## src/pkg/adc_path_pkg.sv

```systemverilog
// Constants, field layouts and carriers for the ADC output path configuration block
package adc_path_pkg;

    // -------------------------------------------------------------------------
    // Widths
    // -------------------------------------------------------------------------
    localparam int SAMPLE_W  = 14;
    localparam int NUM_LINES = 4;
    localparam int MODE_W    = 3;
    localparam int GAIN_W    = 5;
    localparam int OFFSET_W  = 10;
    localparam int GAIN_LIN_W = 12;
    localparam int GAIN_FRAC = 10;
    localparam int APB_ADDR_W = 12;
    localparam int APB_DATA_W = 32;
    localparam int COUNT_W   = 16;

    // -------------------------------------------------------------------------
    // Register indices (byte address is four times the index)
    // -------------------------------------------------------------------------
    localparam logic [7:0] IDX_PATTERN = 8'h17;
    localparam logic [7:0] IDX_POWER   = 8'h18;
    localparam logic [7:0] IDX_CH5     = 8'h19;
    localparam logic [7:0] IDX_CONTROL = 8'h20;
    localparam logic [7:0] IDX_STATUS  = 8'h21;

    // -------------------------------------------------------------------------
    // Field positions
    // -------------------------------------------------------------------------
    localparam int LINE3_MODE_LSB  = 5;
    localparam int LINE4_MODE_LSB  = 2;
    localparam int PD_DIG_LSB      = 12;
    localparam int PD_LINE_LSB     = 8;
    localparam int PD_ANA_LSB      = 4;
    localparam int INVERT_LSB      = 0;
    localparam int GAIN_LSB        = 11;
    localparam int OFFSET_LSB      = 0;
    localparam int CTRL_IND_BIT    = 0;
    localparam int CTRL_GAIN_BIT   = 1;
    localparam int CTRL_OFFSET_BIT = 2;
    localparam int CTRL_CUSTOM_LSB = 16;
    localparam int STAT_VALID_BIT  = 0;
    localparam int STAT_FULL_BIT   = 1;
    localparam int STAT_COUNT_LSB  = 16;

    // -------------------------------------------------------------------------
    // Writable bit masks and reset values
    // -------------------------------------------------------------------------
    localparam logic [31:0] PATTERN_MASK  = 32'h0000_00fc;
    localparam logic [31:0] POWER_MASK    = 32'h0000_ffff;
    localparam logic [31:0] CH5_MASK      = 32'h0000_fbff;
    localparam logic [31:0] CONTROL_MASK  = 32'h3fff_0007;
    localparam logic [31:0] PATTERN_RESET = 32'h0000_0000;
    localparam logic [31:0] POWER_RESET   = 32'h0000_0000;
    localparam logic [31:0] CH5_RESET     = 32'h0000_0000;
    localparam logic [31:0] CONTROL_RESET = 32'h0000_0000;

    // -------------------------------------------------------------------------
    // Pattern modes
    // -------------------------------------------------------------------------
    typedef enum logic [MODE_W-1:0] {
        MODE_NORMAL,
        MODE_SYNC,
        MODE_ALTERNATE,
        MODE_CUSTOM,
        MODE_ALL_ONES,
        MODE_TOGGLE,
        MODE_ALL_ZEROS,
        MODE_RAMP
    } pattern_mode_code_t;

    // -------------------------------------------------------------------------
    // Linear gain per 0.2 dB step, Q10
    // -------------------------------------------------------------------------
    localparam logic [GAIN_LIN_W-1:0] GAIN_UNITY = 12'h400;
    localparam logic [GAIN_LIN_W-1:0] GAIN_TABLE [32] = '{
        12'h400, 12'h418, 12'h430, 12'h449, 12'h463, 12'h47d, 12'h498, 12'h4b3,
        12'h4cf, 12'h4ec, 12'h509, 12'h527, 12'h546, 12'h565, 12'h585, 12'h5a6,
        12'h5c8, 12'h5eb, 12'h60e, 12'h632, 12'h657, 12'h67d, 12'h6a3, 12'h6cb,
        12'h6f4, 12'h71d, 12'h747, 12'h773, 12'h79f, 12'h7cd, 12'h7fb, 12'h82b
    };

    // -------------------------------------------------------------------------
    // Carriers
    // -------------------------------------------------------------------------
    typedef logic [SAMPLE_W-1:0] sample_t;

    typedef struct packed {
        sample_t [NUM_LINES-1:0] line;
        sample_t                 chan5;
    } in_frame_t;

    typedef struct packed {
        logic    [NUM_LINES-1:0] line_on;
        sample_t [NUM_LINES-1:0] line;
        sample_t                 chan5;
    } out_frame_t;

    typedef struct packed {
        logic [NUM_LINES-1:0] digital;
        logic [NUM_LINES-1:0] line;
        logic [NUM_LINES-1:0] analog;
    } powerdown_t;

endpackage : adc_path_pkg

```

## src/rtl/two_entry_buffer.sv

```systemverilog
// Small flip-flop FIFO with valid and ready on both sides
`timescale 1ns/1ps
module two_entry_buffer #(
    parameter int WIDTH = 8,
    parameter int DEPTH = 2
) (
    // Clock and reset
    input  wire logic             ref_clk,
    input  wire logic             rstn,
    // Fill side
    input  wire logic             in_valid,
    output logic                  in_ready,
    input  wire logic [WIDTH-1:0] in_data,
    // Drain side
    output logic                  out_valid,
    input  wire logic             out_ready,
    output logic [WIDTH-1:0]      out_data,
    output logic                  full
);
    localparam int PTR_W = (DEPTH > 1) ? $clog2(DEPTH) : 1;
    localparam int CNT_W = $clog2(DEPTH + 1);
    localparam logic [PTR_W-1:0] LAST  = PTR_W'(DEPTH - 1);
    localparam logic [CNT_W-1:0] LIMIT = CNT_W'(DEPTH);

    logic [WIDTH-1:0] mem [DEPTH];
    logic [PTR_W-1:0] wr_ptr;
    logic [PTR_W-1:0] rd_ptr;
    logic [CNT_W-1:0] count;

    wire push = in_valid & in_ready;
    wire pop  = out_valid & out_ready;

    assign in_ready  = (count != LIMIT);
    assign out_valid = (count != '0);
    assign full      = (count == LIMIT);
    assign out_data  = mem[rd_ptr];

    always_ff @(posedge ref_clk or negedge rstn) begin
        if (!rstn) begin
            wr_ptr <= '0;
            rd_ptr <= '0;
            count  <= '0;
        end else begin
            if (push) begin
                wr_ptr <= (wr_ptr == LAST) ? '0 : wr_ptr + 1'b1;
            end
            if (pop) begin
                rd_ptr <= (rd_ptr == LAST) ? '0 : rd_ptr + 1'b1;
            end
            if (push && !pop) begin
                count <= count + 1'b1;
            end else if (pop && !push) begin
                count <= count - 1'b1;
            end
        end
    end

    always_ff @(posedge ref_clk or negedge rstn) begin
        if (!rstn) begin
            for (int i = 0; i < DEPTH; i++) begin
                mem[i] <= '0;
            end
        end else if (push) begin
            mem[wr_ptr] <= in_data;
        end
    end

endmodule : two_entry_buffer

```

## src/rtl/line_pattern_gen.sv

```systemverilog
// Test pattern source for one serial output line
`timescale 1ns/1ps
module line_pattern_gen #(
    parameter int W = 14
) (
    // Clock and reset
    input  wire logic         ref_clk,
    input  wire logic         rstn,
    // Control
    input  wire logic         enable,
    input  wire logic [2:0]   mode,
    input  wire logic [W-1:0] custom,
    input  wire logic         advance,
    // Data
    input  wire logic [W-1:0] data_in,
    output logic [W-1:0]      data_out
);
    localparam int H = W / 2;
    localparam logic [W-1:0] SYNC_WORD = {{(W - H){1'b1}}, {H{1'b0}}};
    localparam logic [W-1:0] TOGGLE_A  = W'({(W / 2 + 1){2'b01}});

    logic         phase;
    logic [W-1:0] ramp;
    logic [W-1:0] pattern;

    always_ff @(posedge ref_clk or negedge rstn) begin
        if (!rstn) begin
            phase <= 1'b0;
            ramp  <= '0;
        end else if (advance) begin
            phase <= ~phase;
            ramp  <= ramp + 1'b1;
        end
    end

    // Mode decode
    always_comb begin
        case (adc_path_pkg::pattern_mode_code_t'(mode))
            adc_path_pkg::MODE_NORMAL:    pattern = data_in;
            adc_path_pkg::MODE_SYNC:      pattern = SYNC_WORD;
            adc_path_pkg::MODE_ALTERNATE: pattern = phase ? '1 : '0;
            adc_path_pkg::MODE_CUSTOM:    pattern = custom;
            adc_path_pkg::MODE_ALL_ONES:  pattern = '1;
            adc_path_pkg::MODE_TOGGLE:    pattern = phase ? ~TOGGLE_A : TOGGLE_A;
            adc_path_pkg::MODE_ALL_ZEROS: pattern = '0;
            adc_path_pkg::MODE_RAMP:      pattern = ramp;
            default:                      pattern = data_in;
        endcase
    end

    assign data_out = enable ? pattern : data_in;

endmodule : line_pattern_gen

```

## src/rtl/adc_output_path_config.sv

```systemverilog
// APB register bank and output data path of the ADC serial output stage
//
// Behaviour
// - Three-bit code picks line output content
// - Line 3 mode from bits 7-5
// - Line 4 mode from bits 4-2
// - Bits 15-12 power down channel digital blocks
// - Bits 11-8 power down output lines
// - Bits 7-4 power down channel analog blocks
// - Bits 3-0 invert output line data
// - Channel 5 gain N times 0.2 dB
// - Channel 5 ten-bit signed offset added
// - Registers at indices 17h, 18h, 19h
//
// Register access over APB was left to the implementer.
`timescale 1ns/1ps
module adc_output_path_config (
    // Clock and reset
    input  wire logic                                  ref_clk,
    input  wire logic                                  rstn,
    // APB slave
    input  wire logic                                  psel,
    input  wire logic                                  penable,
    input  wire logic                                  pwrite,
    input  wire logic [adc_path_pkg::APB_ADDR_W-1:0]   paddr,
    input  wire logic [adc_path_pkg::APB_DATA_W-1:0]   pwdata,
    input  wire logic [3:0]                            pstrb,
    output logic [adc_path_pkg::APB_DATA_W-1:0]        prdata,
    output logic                                       pready,
    output logic                                       pslverr,
    // Sample stream from the converters
    input  wire logic                                  in_valid,
    output logic                                       in_ready,
    input  wire adc_path_pkg::in_frame_t               in_frame,
    // Sample stream to the serial receiver
    output logic                                       out_valid,
    input  wire logic                                  out_ready,
    output adc_path_pkg::out_frame_t                   out_frame,
    // Power control levels
    output adc_path_pkg::powerdown_t                   powerdown
);
    localparam int SW  = adc_path_pkg::SAMPLE_W;
    localparam int NL  = adc_path_pkg::NUM_LINES;
    localparam int MW  = adc_path_pkg::MODE_W;
    localparam int OW  = adc_path_pkg::OFFSET_W;
    localparam int GW  = adc_path_pkg::GAIN_W;
    localparam int LW  = adc_path_pkg::GAIN_LIN_W;
    localparam int CW  = adc_path_pkg::COUNT_W;
    localparam int OUT_W = $bits(adc_path_pkg::out_frame_t);

    // -------------------------------------------------------------------------
    // Register storage
    // -------------------------------------------------------------------------
    logic [31:0] pattern_select_lines_3_4;
    logic [31:0] power_and_inversion_control;
    logic [31:0] channel5_gain_offset;
    logic [31:0] output_path_control;
    logic [CW-1:0] frame_count;

    // -------------------------------------------------------------------------
    // APB decode
    // -------------------------------------------------------------------------
    wire       setup_phase  = psel & ~penable;
    wire       access_phase = psel & penable;
    wire [7:0] reg_index    = paddr[9:2];
    wire       aligned      = (paddr[1:0] == 2'h0) && (paddr[11:10] == 2'h0);

    wire hit_pattern = aligned && (reg_index == adc_path_pkg::IDX_PATTERN);
    wire hit_power   = aligned && (reg_index == adc_path_pkg::IDX_POWER);
    wire hit_ch5     = aligned && (reg_index == adc_path_pkg::IDX_CH5);
    wire hit_control = aligned && (reg_index == adc_path_pkg::IDX_CONTROL);
    wire hit_status  = aligned && (reg_index == adc_path_pkg::IDX_STATUS);
    wire mapped      = hit_pattern | hit_power | hit_ch5 | hit_control | hit_status;
    wire write_now   = access_phase & pwrite & mapped;

    wire [31:0] lane_mask = {{8{pstrb[3]}}, {8{pstrb[2]}}, {8{pstrb[1]}}, {8{pstrb[0]}}};

    function automatic logic [31:0] merge(input logic [31:0] old_value,
                                          input logic [31:0] new_value,
                                          input logic [31:0] lanes,
                                          input logic [31:0] field_mask);
        merge = ((old_value & ~lanes) | (new_value & lanes)) & field_mask;
    endfunction : merge

    wire [31:0] next_pattern = merge(pattern_select_lines_3_4, pwdata, lane_mask,
                                     adc_path_pkg::PATTERN_MASK);
    wire [31:0] next_power   = merge(power_and_inversion_control, pwdata, lane_mask,
                                     adc_path_pkg::POWER_MASK);
    wire [31:0] next_ch5     = merge(channel5_gain_offset, pwdata, lane_mask,
                                     adc_path_pkg::CH5_MASK);
    wire [31:0] next_control = merge(output_path_control, pwdata, lane_mask,
                                     adc_path_pkg::CONTROL_MASK);

    // -------------------------------------------------------------------------
    // Register writes
    // -------------------------------------------------------------------------
    always_ff @(posedge ref_clk or negedge rstn) begin
        if (!rstn) begin
            pattern_select_lines_3_4    <= adc_path_pkg::PATTERN_RESET;
            power_and_inversion_control <= adc_path_pkg::POWER_RESET;
            channel5_gain_offset        <= adc_path_pkg::CH5_RESET;
            output_path_control         <= adc_path_pkg::CONTROL_RESET;
        end else if (write_now) begin
            if (hit_pattern) pattern_select_lines_3_4    <= next_pattern;
            if (hit_power)   power_and_inversion_control <= next_power;
            if (hit_ch5)     channel5_gain_offset        <= next_ch5;
            if (hit_control) output_path_control         <= next_control;
        end
    end

    // -------------------------------------------------------------------------
    // Field extraction
    // -------------------------------------------------------------------------
    wire independent_pattern_enable = output_path_control[adc_path_pkg::CTRL_IND_BIT];
    wire global_gain_enable         = output_path_control[adc_path_pkg::CTRL_GAIN_BIT];
    wire global_offset_enable       = output_path_control[adc_path_pkg::CTRL_OFFSET_BIT];
    wire [SW-1:0] custom_pattern    = output_path_control[adc_path_pkg::CTRL_CUSTOM_LSB +: SW];

    wire [MW-1:0] line3_pattern_mode =
        pattern_select_lines_3_4[adc_path_pkg::LINE3_MODE_LSB +: MW];
    wire [MW-1:0] line4_pattern_mode =
        pattern_select_lines_3_4[adc_path_pkg::LINE4_MODE_LSB +: MW];

    wire [NL-1:0] digital_pd  = power_and_inversion_control[adc_path_pkg::PD_DIG_LSB +: NL];
    wire [NL-1:0] line_pd     = power_and_inversion_control[adc_path_pkg::PD_LINE_LSB +: NL];
    wire [NL-1:0] analog_pd   = power_and_inversion_control[adc_path_pkg::PD_ANA_LSB +: NL];
    wire [NL-1:0] line_invert = power_and_inversion_control[adc_path_pkg::INVERT_LSB +: NL];

    wire [GW-1:0] chan5_digital_gain   = channel5_gain_offset[adc_path_pkg::GAIN_LSB +: GW];
    wire [OW-1:0] chan5_digital_offset = channel5_gain_offset[adc_path_pkg::OFFSET_LSB +: OW];

    assign powerdown.digital = digital_pd;
    assign powerdown.line    = line_pd;
    assign powerdown.analog  = analog_pd;

    // -------------------------------------------------------------------------
    // Stream handshake
    // -------------------------------------------------------------------------
    wire advance = in_valid & in_ready;
    logic buffer_full;

    always_ff @(posedge ref_clk or negedge rstn) begin
        if (!rstn) begin
            frame_count <= '0;
        end else if (advance) begin
            frame_count <= frame_count + 1'b1;
        end
    end

    // -------------------------------------------------------------------------
    // Per-line processing
    // -------------------------------------------------------------------------
    adc_path_pkg::out_frame_t proc_frame;

    for (genvar i = 0; i < NL; i++) begin : g_line
        wire [SW-1:0] powered  = (digital_pd[i] | analog_pd[i]) ? '0 :
                                 in_frame.line[i];
        wire [SW-1:0] patterned;
        if (i >= 2) begin : g_pat
            line_pattern_gen #(
                .W (SW)
            ) u_pattern (
                .ref_clk  (ref_clk),
                .rstn     (rstn),
                .enable   (independent_pattern_enable),
                .mode     (i == 2 ? line3_pattern_mode : line4_pattern_mode),
                .custom   (custom_pattern),
                .advance  (advance),
                .data_in  (powered),
                .data_out (patterned)
            );
        end else begin : g_pass
            assign patterned = powered;
        end
        wire [SW-1:0] inverted = line_invert[i] ? ~patterned : patterned;
        assign proc_frame.line[i]    = line_pd[i] ? '0 : inverted;
        assign proc_frame.line_on[i] = ~line_pd[i];
    end

    // -------------------------------------------------------------------------
    // Channel 5 offset and gain
    // -------------------------------------------------------------------------
    wire signed [SW:0] chan5_ext   = $signed({in_frame.chan5[SW-1], in_frame.chan5});
    wire signed [SW:0] offset_ext  = $signed({{(SW + 1 - OW){chan5_digital_offset[OW-1]}},
                                              chan5_digital_offset});
    wire signed [SW:0] offset_term = global_offset_enable ? offset_ext : '0;
    wire signed [SW:0] offset_sum  = chan5_ext + offset_term;

    wire [LW-1:0] gain_linear = global_gain_enable ?
                                adc_path_pkg::GAIN_TABLE[chan5_digital_gain] :
                                adc_path_pkg::GAIN_UNITY;

    wire signed [SW+LW+1:0] product = offset_sum * $signed({1'b0, gain_linear});
    wire signed [SW+3:0]   scaled  = product[adc_path_pkg::GAIN_FRAC +: SW + 4];
    wire [4:0]             top     = scaled[SW+3:SW-1];
    wire                   overflow = ~(&top) & (|top);
    wire [SW-1:0]          saturated = scaled[SW+3] ? {1'b1, {(SW - 1){1'b0}}} :
                                                      {1'b0, {(SW - 1){1'b1}}};

    assign proc_frame.chan5 = overflow ? saturated : scaled[SW-1:0];

    // -------------------------------------------------------------------------
    // Output buffer
    // -------------------------------------------------------------------------
    logic [OUT_W-1:0] buffer_out;

    two_entry_buffer #(
        .WIDTH (OUT_W),
        .DEPTH (2)
    ) u_buffer (
        .ref_clk   (ref_clk),
        .rstn      (rstn),
        .in_valid  (in_valid),
        .in_ready  (in_ready),
        .in_data   (proc_frame),
        .out_valid (out_valid),
        .out_ready (out_ready),
        .out_data  (buffer_out),
        .full      (buffer_full)
    );

    assign out_frame = adc_path_pkg::out_frame_t'(buffer_out);

    // -------------------------------------------------------------------------
    // Read path
    // -------------------------------------------------------------------------
    wire [31:0] status_word = {frame_count, {(adc_path_pkg::STAT_COUNT_LSB - 2){1'b0}},
                               buffer_full, out_valid};

    wire [31:0] read_mux = hit_pattern ? pattern_select_lines_3_4    :
                           hit_power   ? power_and_inversion_control :
                           hit_ch5     ? channel5_gain_offset        :
                           hit_control ? output_path_control         :
                           hit_status  ? status_word                 : 32'h0000_0000;

    always_ff @(posedge ref_clk or negedge rstn) begin
        if (!rstn) begin
            prdata <= '0;
        end else if (setup_phase) begin
            prdata <= pwrite ? 32'h0000_0000 : read_mux;
        end
    end

    assign pready  = 1'b1;
    assign pslverr = access_phase & ~mapped;

endmodule : adc_output_path_config

```

## config.mk

```make
export PLATFORM = sky130hd
export DESIGN_NAME = adc_output_path_config
export DESIGN_NICKNAME = d
export VERILOG_FILES = /design/src/pkg/adc_path_pkg.sv /design/src/rtl/two_entry_buffer.sv /design/src/rtl/line_pattern_gen.sv /design/src/rtl/adc_output_path_config.sv
export SDC_FILE = /design/constraint.sdc
export NUM_CORES = 1
export LEC_CHECK = 0
export ABC_AREA = 1
export BUFFER_PORTS_ARGS = -buffer_cell sky130_fd_sc_hd__buf_2
export CAP_MARGIN = 20
export CORE_MARGIN = 3
export CORE_UTILIZATION = 55
export CTS_CLUSTER_DIAMETER = 40
export DETAILED_ROUTE_END_ITERATION = 16
export PLACE_DENSITY = 0.88
export SYNTH_ARGS = -nofsm -noshare
export SYNTH_HDL_FRONTEND = slang
export SYNTH_SLANG_ARGS = --single-unit
```

## constraint.sdc

```tcl
create_clock -name ref_clk -period 8.03 [get_ports ref_clk]
set_clock_uncertainty 0.2 [all_clocks]
set_input_delay 1.2045 -clock ref_clk [delete_from_list [all_inputs] [get_ports ref_clk]]
set_output_delay 1.2045 -clock ref_clk [all_outputs]
set_load 0.05 [all_outputs]
```

After elaboration in Yosys (flattened, before gate mapping). Memories as Yosys holds them, arrays and structs flattened. Cells that the tools add are included.

Register bits: 284. ROM bits: 384. Input bits: 125. Output and inout port bits: 122. Word-level logic and storage cells: 157. Memories: 1.

Memory list: (no name shown) (depth 32, width 12, read ports 1, clocked after Yosys merged registers in 0, write ports 0, line adc_output_path_config.sv:190) `adc_path_pkg::GAIN_TABLE[chan5_digital_gain] :`.

Add/subtract/negate cells: 8. $mul: 1. Magnitude comparators: 4. Equal/unequal tests: 21. Multiplexer cells: 42. Bitwise gates (word level): 42. Reduce and logical (&&, ||, !) cells: 23.

Operator list (count): 2-to-1 mux 74 bit (4); 2-to-1 mux 14 bit (20); case mux 14 bit (8 select lines) (2); 2-to-1 mux 32 bit (6); bitwise mux 148 bit (1); demux 74 bit (select 1 bit) (1); bitwise AND 30 bit (2); inverter 14 bit (4); 2-to-1 mux 12 bit (3); bitwise AND 16 bit (2); OR 16 bit (2); inverter 30 bit (1); OR 30 bit (1); adder 14 x 1 -> 14 bit (second input constant) (2); multiplier 15 x 13 -> 28 bit (1); == test 3 bit (second input constant) (8); == test 8 x 5 -> 1 bit (second input constant) (3); adder 16 x 1 -> 16 bit (second input constant) (1); == test 8 x 6 -> 1 bit (second input constant) (2); adder 14 x 15 -> 15 bit (1); 2-to-1 mux 15 bit (1); == test 3 x 2 -> 1 bit (second input constant) (4); logical AND 1 bit (9); inverter 1 bit (9); 24 further kinds (51).

Depth between registers and ports, before layout. Gate-level depths: netlist (run 1).

Word-level depth: 11. Depth in mapped cells: 46. Mapped depth without buffers: 43.

Cells and area by module. From an unflattened synthesis (run 1), not the netlist that was laid out.

Cells, all modules: 3221. Area, all modules: 23725.3 um^2.

Modules (own cells, without submodules): adc_output_path_config (instances 1, cells each 1933, area each 14106.0 um^2, sequential area each 2552.4 um^2); two_entry_buffer (instances 1, cells each 926, area each 7239.4 um^2, sequential area each 3803.6 um^2); line_pattern_gen (instances 2, cells each 181, area each 1189.9 um^2, sequential area each 375.4 um^2).

Least setup slack after synthesis (run 1). Ideal clock, no wire load.

Kind: input to register. Start point: in in_frame[0] (netlist name). End point: reg u_buffer.mem[83] (netlist name). Setup time: 117 ps. Arrival: 7863 ps. Required time: 7713 ps. Path slack: -150 ps. Stages: 40. Path buffers: 2. Path through: ha_1 inv_1 fa_1 o31ai_1 nand2_1 nand2_1 a21oi_1 inv_1 nand3_1 o2111ai_1 or2_2 nand2_1 buf_2 nor2_1 inv_1 fa_1 inv_1 fa_1 (+4 left out) inv_1 fa_1 inv_1 ha_1 nand2_1 nor2_1 nand2_1 nor4_1 nand2_1 nand2_1 nand2_1 nand2_1 nand3_1 o21ai_4 buf_12 nand2_1 nand2_1 nand2_1.

Longest elaborated chain between the ends: 7. Elaborated cells on any way between the ends: 9. Classes of those cells: add/sub: 1; mul: 1; mux: 3; bitwise: 2; reduce/logical: 2.

Ends and longest elaborated chain: start: declaration (line adc_output_path_config.sv:34) `input wire adc_path_pkg::in_frame_t in_frame,`; adder 14 x 15 -> 15 bit * (line adc_output_path_config.sv:187) `wire signed [SW:0] offset_sum = chan5_ext + offset_term;`; multiplier 15 x 13 -> 28 bit * (line adc_output_path_config.sv:193) `wire signed [SW+LW+1:0] product = offset_sum * $signed({1'b0, gain_linear});`; AND reduction 5 bit (line adc_output_path_config.sv:196) `wire overflow = ~(&top) & (|top);`; inverter 1 bit (line adc_output_path_config.sv:196); bitwise AND 1 bit (line adc_output_path_config.sv:196); 2-to-1 mux 14 bit * (line adc_output_path_config.sv:200) `assign proc_frame.chan5 = overflow ? saturated : scaled[SW-1:0];`; bitwise mux 148 bit * (line two_entry_buffer.sv:64) `mem[wr_ptr] <= in_data;`; end signal: indexed assignment (line two_entry_buffer.sv:64); end: declaration (line two_entry_buffer.sv:25) `logic [WIDTH-1:0] mem [DEPTH];`.

Every way passes the cells marked *; elsewhere a longest branch is shown, timed or not. A chain may end at the register's enable or synchronous reset.

Final worst setup path (run 1).
Start point: in in_frame[0] (netlist name). End point: reg u_buffer.mem[12] (netlist name).

Same word-level chain as after synthesis.

==> results.cfg, run 1 <==
[run_status]
outcome = completed

[floorplanning]
start_util_pct = 56.4
die_h_um = 206
core_region_area_sq_mm = 0.0392
die_area_sq_mm = 0.0426
fp.dieW_um = 206
io_pins = 247
fp-row-count = 72

[critical_path]
critPathLaunchType = input pin
ff2ff_path_depth = 41
r2r_slack_ps = 320
arrival_ps = 8050
slowest_delay_ps = 610
cpMaxStageDelayCell = fa_1
critPathMaxFanout = 7
cp.required_ps = 8280
cpMostUsedCell = nand2_1
crit_type = in -> reg
endpoint_kind = flip-flop
crit_start = in_frame[0]
rr_endpoint = u_buffer.mem[12]
crit_end = u_buffer.mem[12]

[global_route]
grt_pass1_vias = 19776
grt_pass1_wl_um = 99100
antenna_found_initial = 3
track_usage_pct = 28.9
grt_overflow = 0
grt_max_degree = 115

[timing]
hold_viol_final = 0
finalSetupViolCount = 0
min_period_ps = 7800
fmax_ghz = 0.128
post-route-period-util_pct = 97.1
relSlewSlack_pct = 30.4
drv_slew = 0
worstMarginPinSlew_ps = 1040

[place]
placed_cells = 3618
port_buffers = 243
gp_congestion = 0.985
hpwl_um = 47000
dpl_cell_area_sq_mm = 0.0246

[synth]
synth_edf_count = 0
synth_commonest_cells = nand2_1, inv_1, dfrtp_1
synth_fp_nets = 3208
synth_area_leaders = dfrtp_1, fa_1, nand2_1
syn_area_per_cell_sq_um = 7.81
synth_cell_types = 57
async_flop_share_pct = 100
syn_inst = 2829
synth.top_cell.area_share_pct = 32.2
ys_seq_area_share_pct = 32.2
yosysMostFrequentCell = nand2_1
yosys_warnings = 0
synth_top_area_cell = dfrtp_1
ys_ff_latch = 284
synth_area_sq_mm = 0.0221
synth_top_flop_cell = dfrtp_1

[power_and_ir_drop]
switchingPower_w = 0.00281
seq_power_share_pct = 34.7
p_clk_share_pct = 23.0
finalPower_w = 0.00608
p_int_w = 0.00327
p_leak_nw = 13.9
p_comb_share_pct = 42.4
p_per_area_mw_per_mm2 = 233
peakVddDrop_mv = 0.270
swShare_pct = 46.2

[clock_tree]
clkSlewWorstSetupHoldPaths_ps = 60
hold_buffers = 0
cts_buffer_depth = 3
cts_tree = built
cts-root-buf = clkbuf_16
cts.sinks = 284
cts_htree_levels = 1
cts_buffers = 31
insertion_delay_ps = 580

[layout]
stdcell_count = 3692
drive_above_1_share_pct = 18.8
syn_to_final_growth_pct = 18.1
finalNetCount = 3525
final_area_sq_mm = 0.0261
utilization_pct = 66.6

[route]
avgViaCountPerCell = 5.58
ant_nets = 0
totalWireLength_um = 64200
drtIter0Drc = 2264
drc = 0
wl_per_cell_um = 17.4
firstDrtPassIters = 8
vias = 20602

[flow_run]
maxCapViolCount = 0

[min_path]
worstHoldStart = frame_count[14]
hold_depth = 1
min_path_type = reg -> reg
==> placed cells by master (no fill, tap or decap), types with 29 or more instances in the layout <==
cell,count
a21o_1,29
a21oi_1,70
buf_2,241
buf_4,153
clkbuf_16,32
dfrtp_1,282
fa_1,165
ha_1,73
inv_1,418
nand2_1,791
nand3_1,50
nor2_1,194
o21ai_0,258
xor2_1,52
==> metal layers <==
layer | global-route usage (%) | vias to the layer above | share of wire, %
met3 | 5.20 | 220 | 9.2
li1 | - | 9533 | -
met1 | 38.8 | 9733 | 39
met5 | 0 | - | 0
met2 | 46.2 | 1116 | 46
met4 | 12.9 | 0 | 5.1
==> stage by stage <==
| stage | hold WS (ps) | TNS, ps | worst slack (ps) |
|---|---|---|---|
| 2_1_floorplan | 242 | 0 | 6.34 |
| 3_3_place_gp | 260 | -8880 | -359 |
| 3_5_place_dp | 257 | -11960 | -481 |
| 4_1_cts | 274 | 0 | 126 |
| 5_1_grt | 295 | -1900 | -105 |
| 6_report | 279 | 0 | 232 |
==> cell type report <==
type	count	area, sq um
Clock buffer	43	861
Sequential cell	284	7110
Inverter	445	1680
Tap cell	518	648
Fill cell	2938	13100
Timing Repair Buffer	401	2450
Multi-Input combinational cell	1983	13200
Clock inverter	15	140
Antenna cell	3	7.51
==> critical path, delay by kind of cell <==
| kind | cells | cell delay (ps) |
|---|---|---|
| AO/OA/AOI/OAI | 4 | 640 |
| adder cells (fa/ha/maj) | 8 | 3440 |
| buffers and inverters | 12 | 1090 |
| AND/OR/NAND/NOR | 18 | 1690 |
==> how the worst min path moves through the flow <==
stage,end
after floorplan,frame_count[14]
after global placement,frame_count[15]
after detailed placement,frame_count[15]
after CTS,frame_count[15]
after global routing,u_buffer.mem[85]
final,frame_count[14]
==> repair_timing <==
item / in CTS / in global routing
buffers inserted: 0 / 9
gates resized for setup: 0 / 98
setup endpoints to repair: 0 / 28
hold endpoints to repair: 0 / 0
==> kinds of logic (layout without fill, tap and decap cells) <==
logic type / after synthesis / count (layout) / share of synthesized area (%)
other: 1 / 4 / 0.0170
buffers and inverters: 563 / 904 / 10.0
and+or+nand+nor: 1143 / 1144 / 20.8
AOI/OAI and AO/OA: 498 / 498 / 13.3
muxes: 15 / 15 / 0.764
adders and majority gates: 254 / 254 / 20.1
xor gates and xnor gates: 71 / 71 / 2.81
DFF: 284 / 284 / 32.2
==> power groups by stage <==
stage	Combinational, W	Sequential (W)	Clock [W]
2_1_floorplan	0.00190	0.00205	0
3_3_place_gp	0.00248	0.00209	0
3_5_place_dp	0.00252	0.00211	0
4_1_cts	0.00255	0.00210	0.00140
5_1_grt	0.00280	0.00215	0.00147
6_report	0.00258	0.00211	0.00140
No activity file was read; power rests on OpenSTA's default activity.
==> run 2, diff against run 1 <==
- CTS_BUF_LIST: not set -> sky130_fd_sc_hd__clkbuf_4
==> run 2 against run 1 <==
  * Combinational power barely moved
  * Global-route usage fell by 0.18 points
  * Final area fell by 1.3%
  * Critical endpoint unchanged
  * Worst hold slack got worse by 1.2 ps
  * Flip-flop and latch count did not move
==> results.cfg, run 2 (synthesis gave the netlist of run 1 again) <==
[layout]
finalNetCount = 3560
drive_above_1_share_pct = 19.2
final_cell_mix = nand2_1, inv_1, dfrtp_1, o21ai_0, buf_2
syn_to_final_growth_pct = 16.6
final_common_cell = nand2_1

[critical_path]
crit_type = reg -> reg
critPathLaunchType = flip-flop
endpoint_kind = flip-flop
cpMaxStageDelayCell = fa_1
cpMostUsedCell = nand2_1
arrival_ps = 8090
slowest_delay_ps = 550
cp.required_ps = 8400
critPathTopFamily = adder cells
crit_buf_inv = 12
critPathMaxFanout = 8

[min_path]
min_path_type = reg -> reg

[route]
drc = 0
drtIter0Drc = 2286
firstDrtPassIters = 8
wl_per_cell_um = 16.8
ant_nets = 0
avgViaCountPerCell = 5.51
totalWireLength_um = 62900
vias = 20620

[flow_run]
maxCapViolCount = 0

[floorplanning]
io_pins = 247
fp.dieW_um = 206
core_region_area_sq_mm = 0.0392
die_h_um = 206
fp-row-count = 72
die_area_sq_mm = 0.0426
start_util_pct = 56.4

[timing]
setup_tns_ps = 0
post-route-period-util_pct = 96.1
finalSetupViolCount = 0
fmax_ghz = 0.130
hold_viol_final = 0
worstMarginPinSlew_ps = 1030
min_period_ps = 7720
drv_slew = 0
relSlewSlack_pct = 31.4

[global_route]
grt_pass1_wl_um = 98300
grt_max_degree = 115
grt_overflow = 0
grt_pass1_vias = 19946
track_usage_pct = 28.7
antenna_found_initial = 4

[clock_tree]
clkSlewWorstSetupHoldPaths_ps = 70
insertion_delay_ps = 710
cts-root-buf = clkbuf_4
cts_buffers = 70
cts_htree_levels = 3
hold_buffers = 0
cts_buffer_depth = 3
cts_tree = built
cts.sinks = 284

[power_and_ir_drop]
p_leak_nw = 13.8
finalPower_w = 0.00581
p_per_area_mw_per_mm2 = 225
peakVddDrop_mv = 0.224

[run_status]
outcome = completed

[place]
hpwl_um = 47000
port_buffers = 243
gp_congestion = 0.985
## run 2: cell types whose count changed in the layout (fill, tap and decap cells not counted), moves of 4 or more
cell       change
inv_2          -5
inv_6          -5
clkinv_1       +7
clkbuf_8       -4
nor2_1         +6
clkbuf_16     -31
inv_1          +7
nand2_2        -6
clkinv_2       -4
nand2_1        +7
nor2_2         -5
buf_4          -5
clkbuf_1       -8
clkbuf_4      +95
## run 2: timing repair
item,CTS,global route
hold endpoints to repair,0,0
resized for setup,0,63
buffers inserted,0,4
setup endpoints to repair,0,28
## run 2: power breakdown
group	internal (W)	total, W	switching [W]
Combinational	0.000623	0.00255	0.00193
Sequential	0.00185	0.00210	0.000250
Clock	0.000579	0.00116	0.000576
## run 2: routing by layer
layer	up-vias	part of all wire, %	global-route usage [%]
met5	-	0	0
met3	211	9.8	6.80
met1	9662	39	37.5
li1	9652	-	-
met4	0	4.9	14.0
met2	1095	46	45.2
## run 2: area by class of cell
class / count / area (sq um)
fillers: 3024 / 13400
multi-input cells: 1983 / 13100
flip-flops and latches: 284 / 7110
repair buffers: 397 / 2430
inverters: 445 / 1680
clock buffers: 96 / 721
well taps: 518 / 648
clock inverters: 12 / 83.8
diodes: 4 / 10.0
## run 2: path summary, 6_finish.rpt
| path | cells after the start | from | to | slack [ps] |
|---|---|---|---|---|
| max | 43 | flip-flop | u_buffer.mem[12] | 310 |
| min | 1 | frame_count[14] | frame_count[14] | 280 |
| max reg2reg | 43 | flip-flop | u_buffer.mem[12] | 310 |
| min reg2reg | 1 | frame_count[14] | frame_count[14] | 280 |
| max in group asynchronous | 2 | rstn | u_buffer.rd_ptr | 5680 |
| min in group asynchronous | 1 | rstn | prdata[23] | 330 |
## run 2: per-stage QoR
stage          std cells  area, sq um  util, %  hold WS (ps)  setup WS [ps]
2_1_floorplan       2829        22100        -           242           6.34
6_report            3739        25800     65.7           278            311
3_5_place_dp        3618        24600     62.7           257           -481
3_3_place_gp        3617        24500     62.6           260           -359
5_1_grt             3739        25800     65.7           295           -112
4_1_cts             3726        25400     64.7           276            209
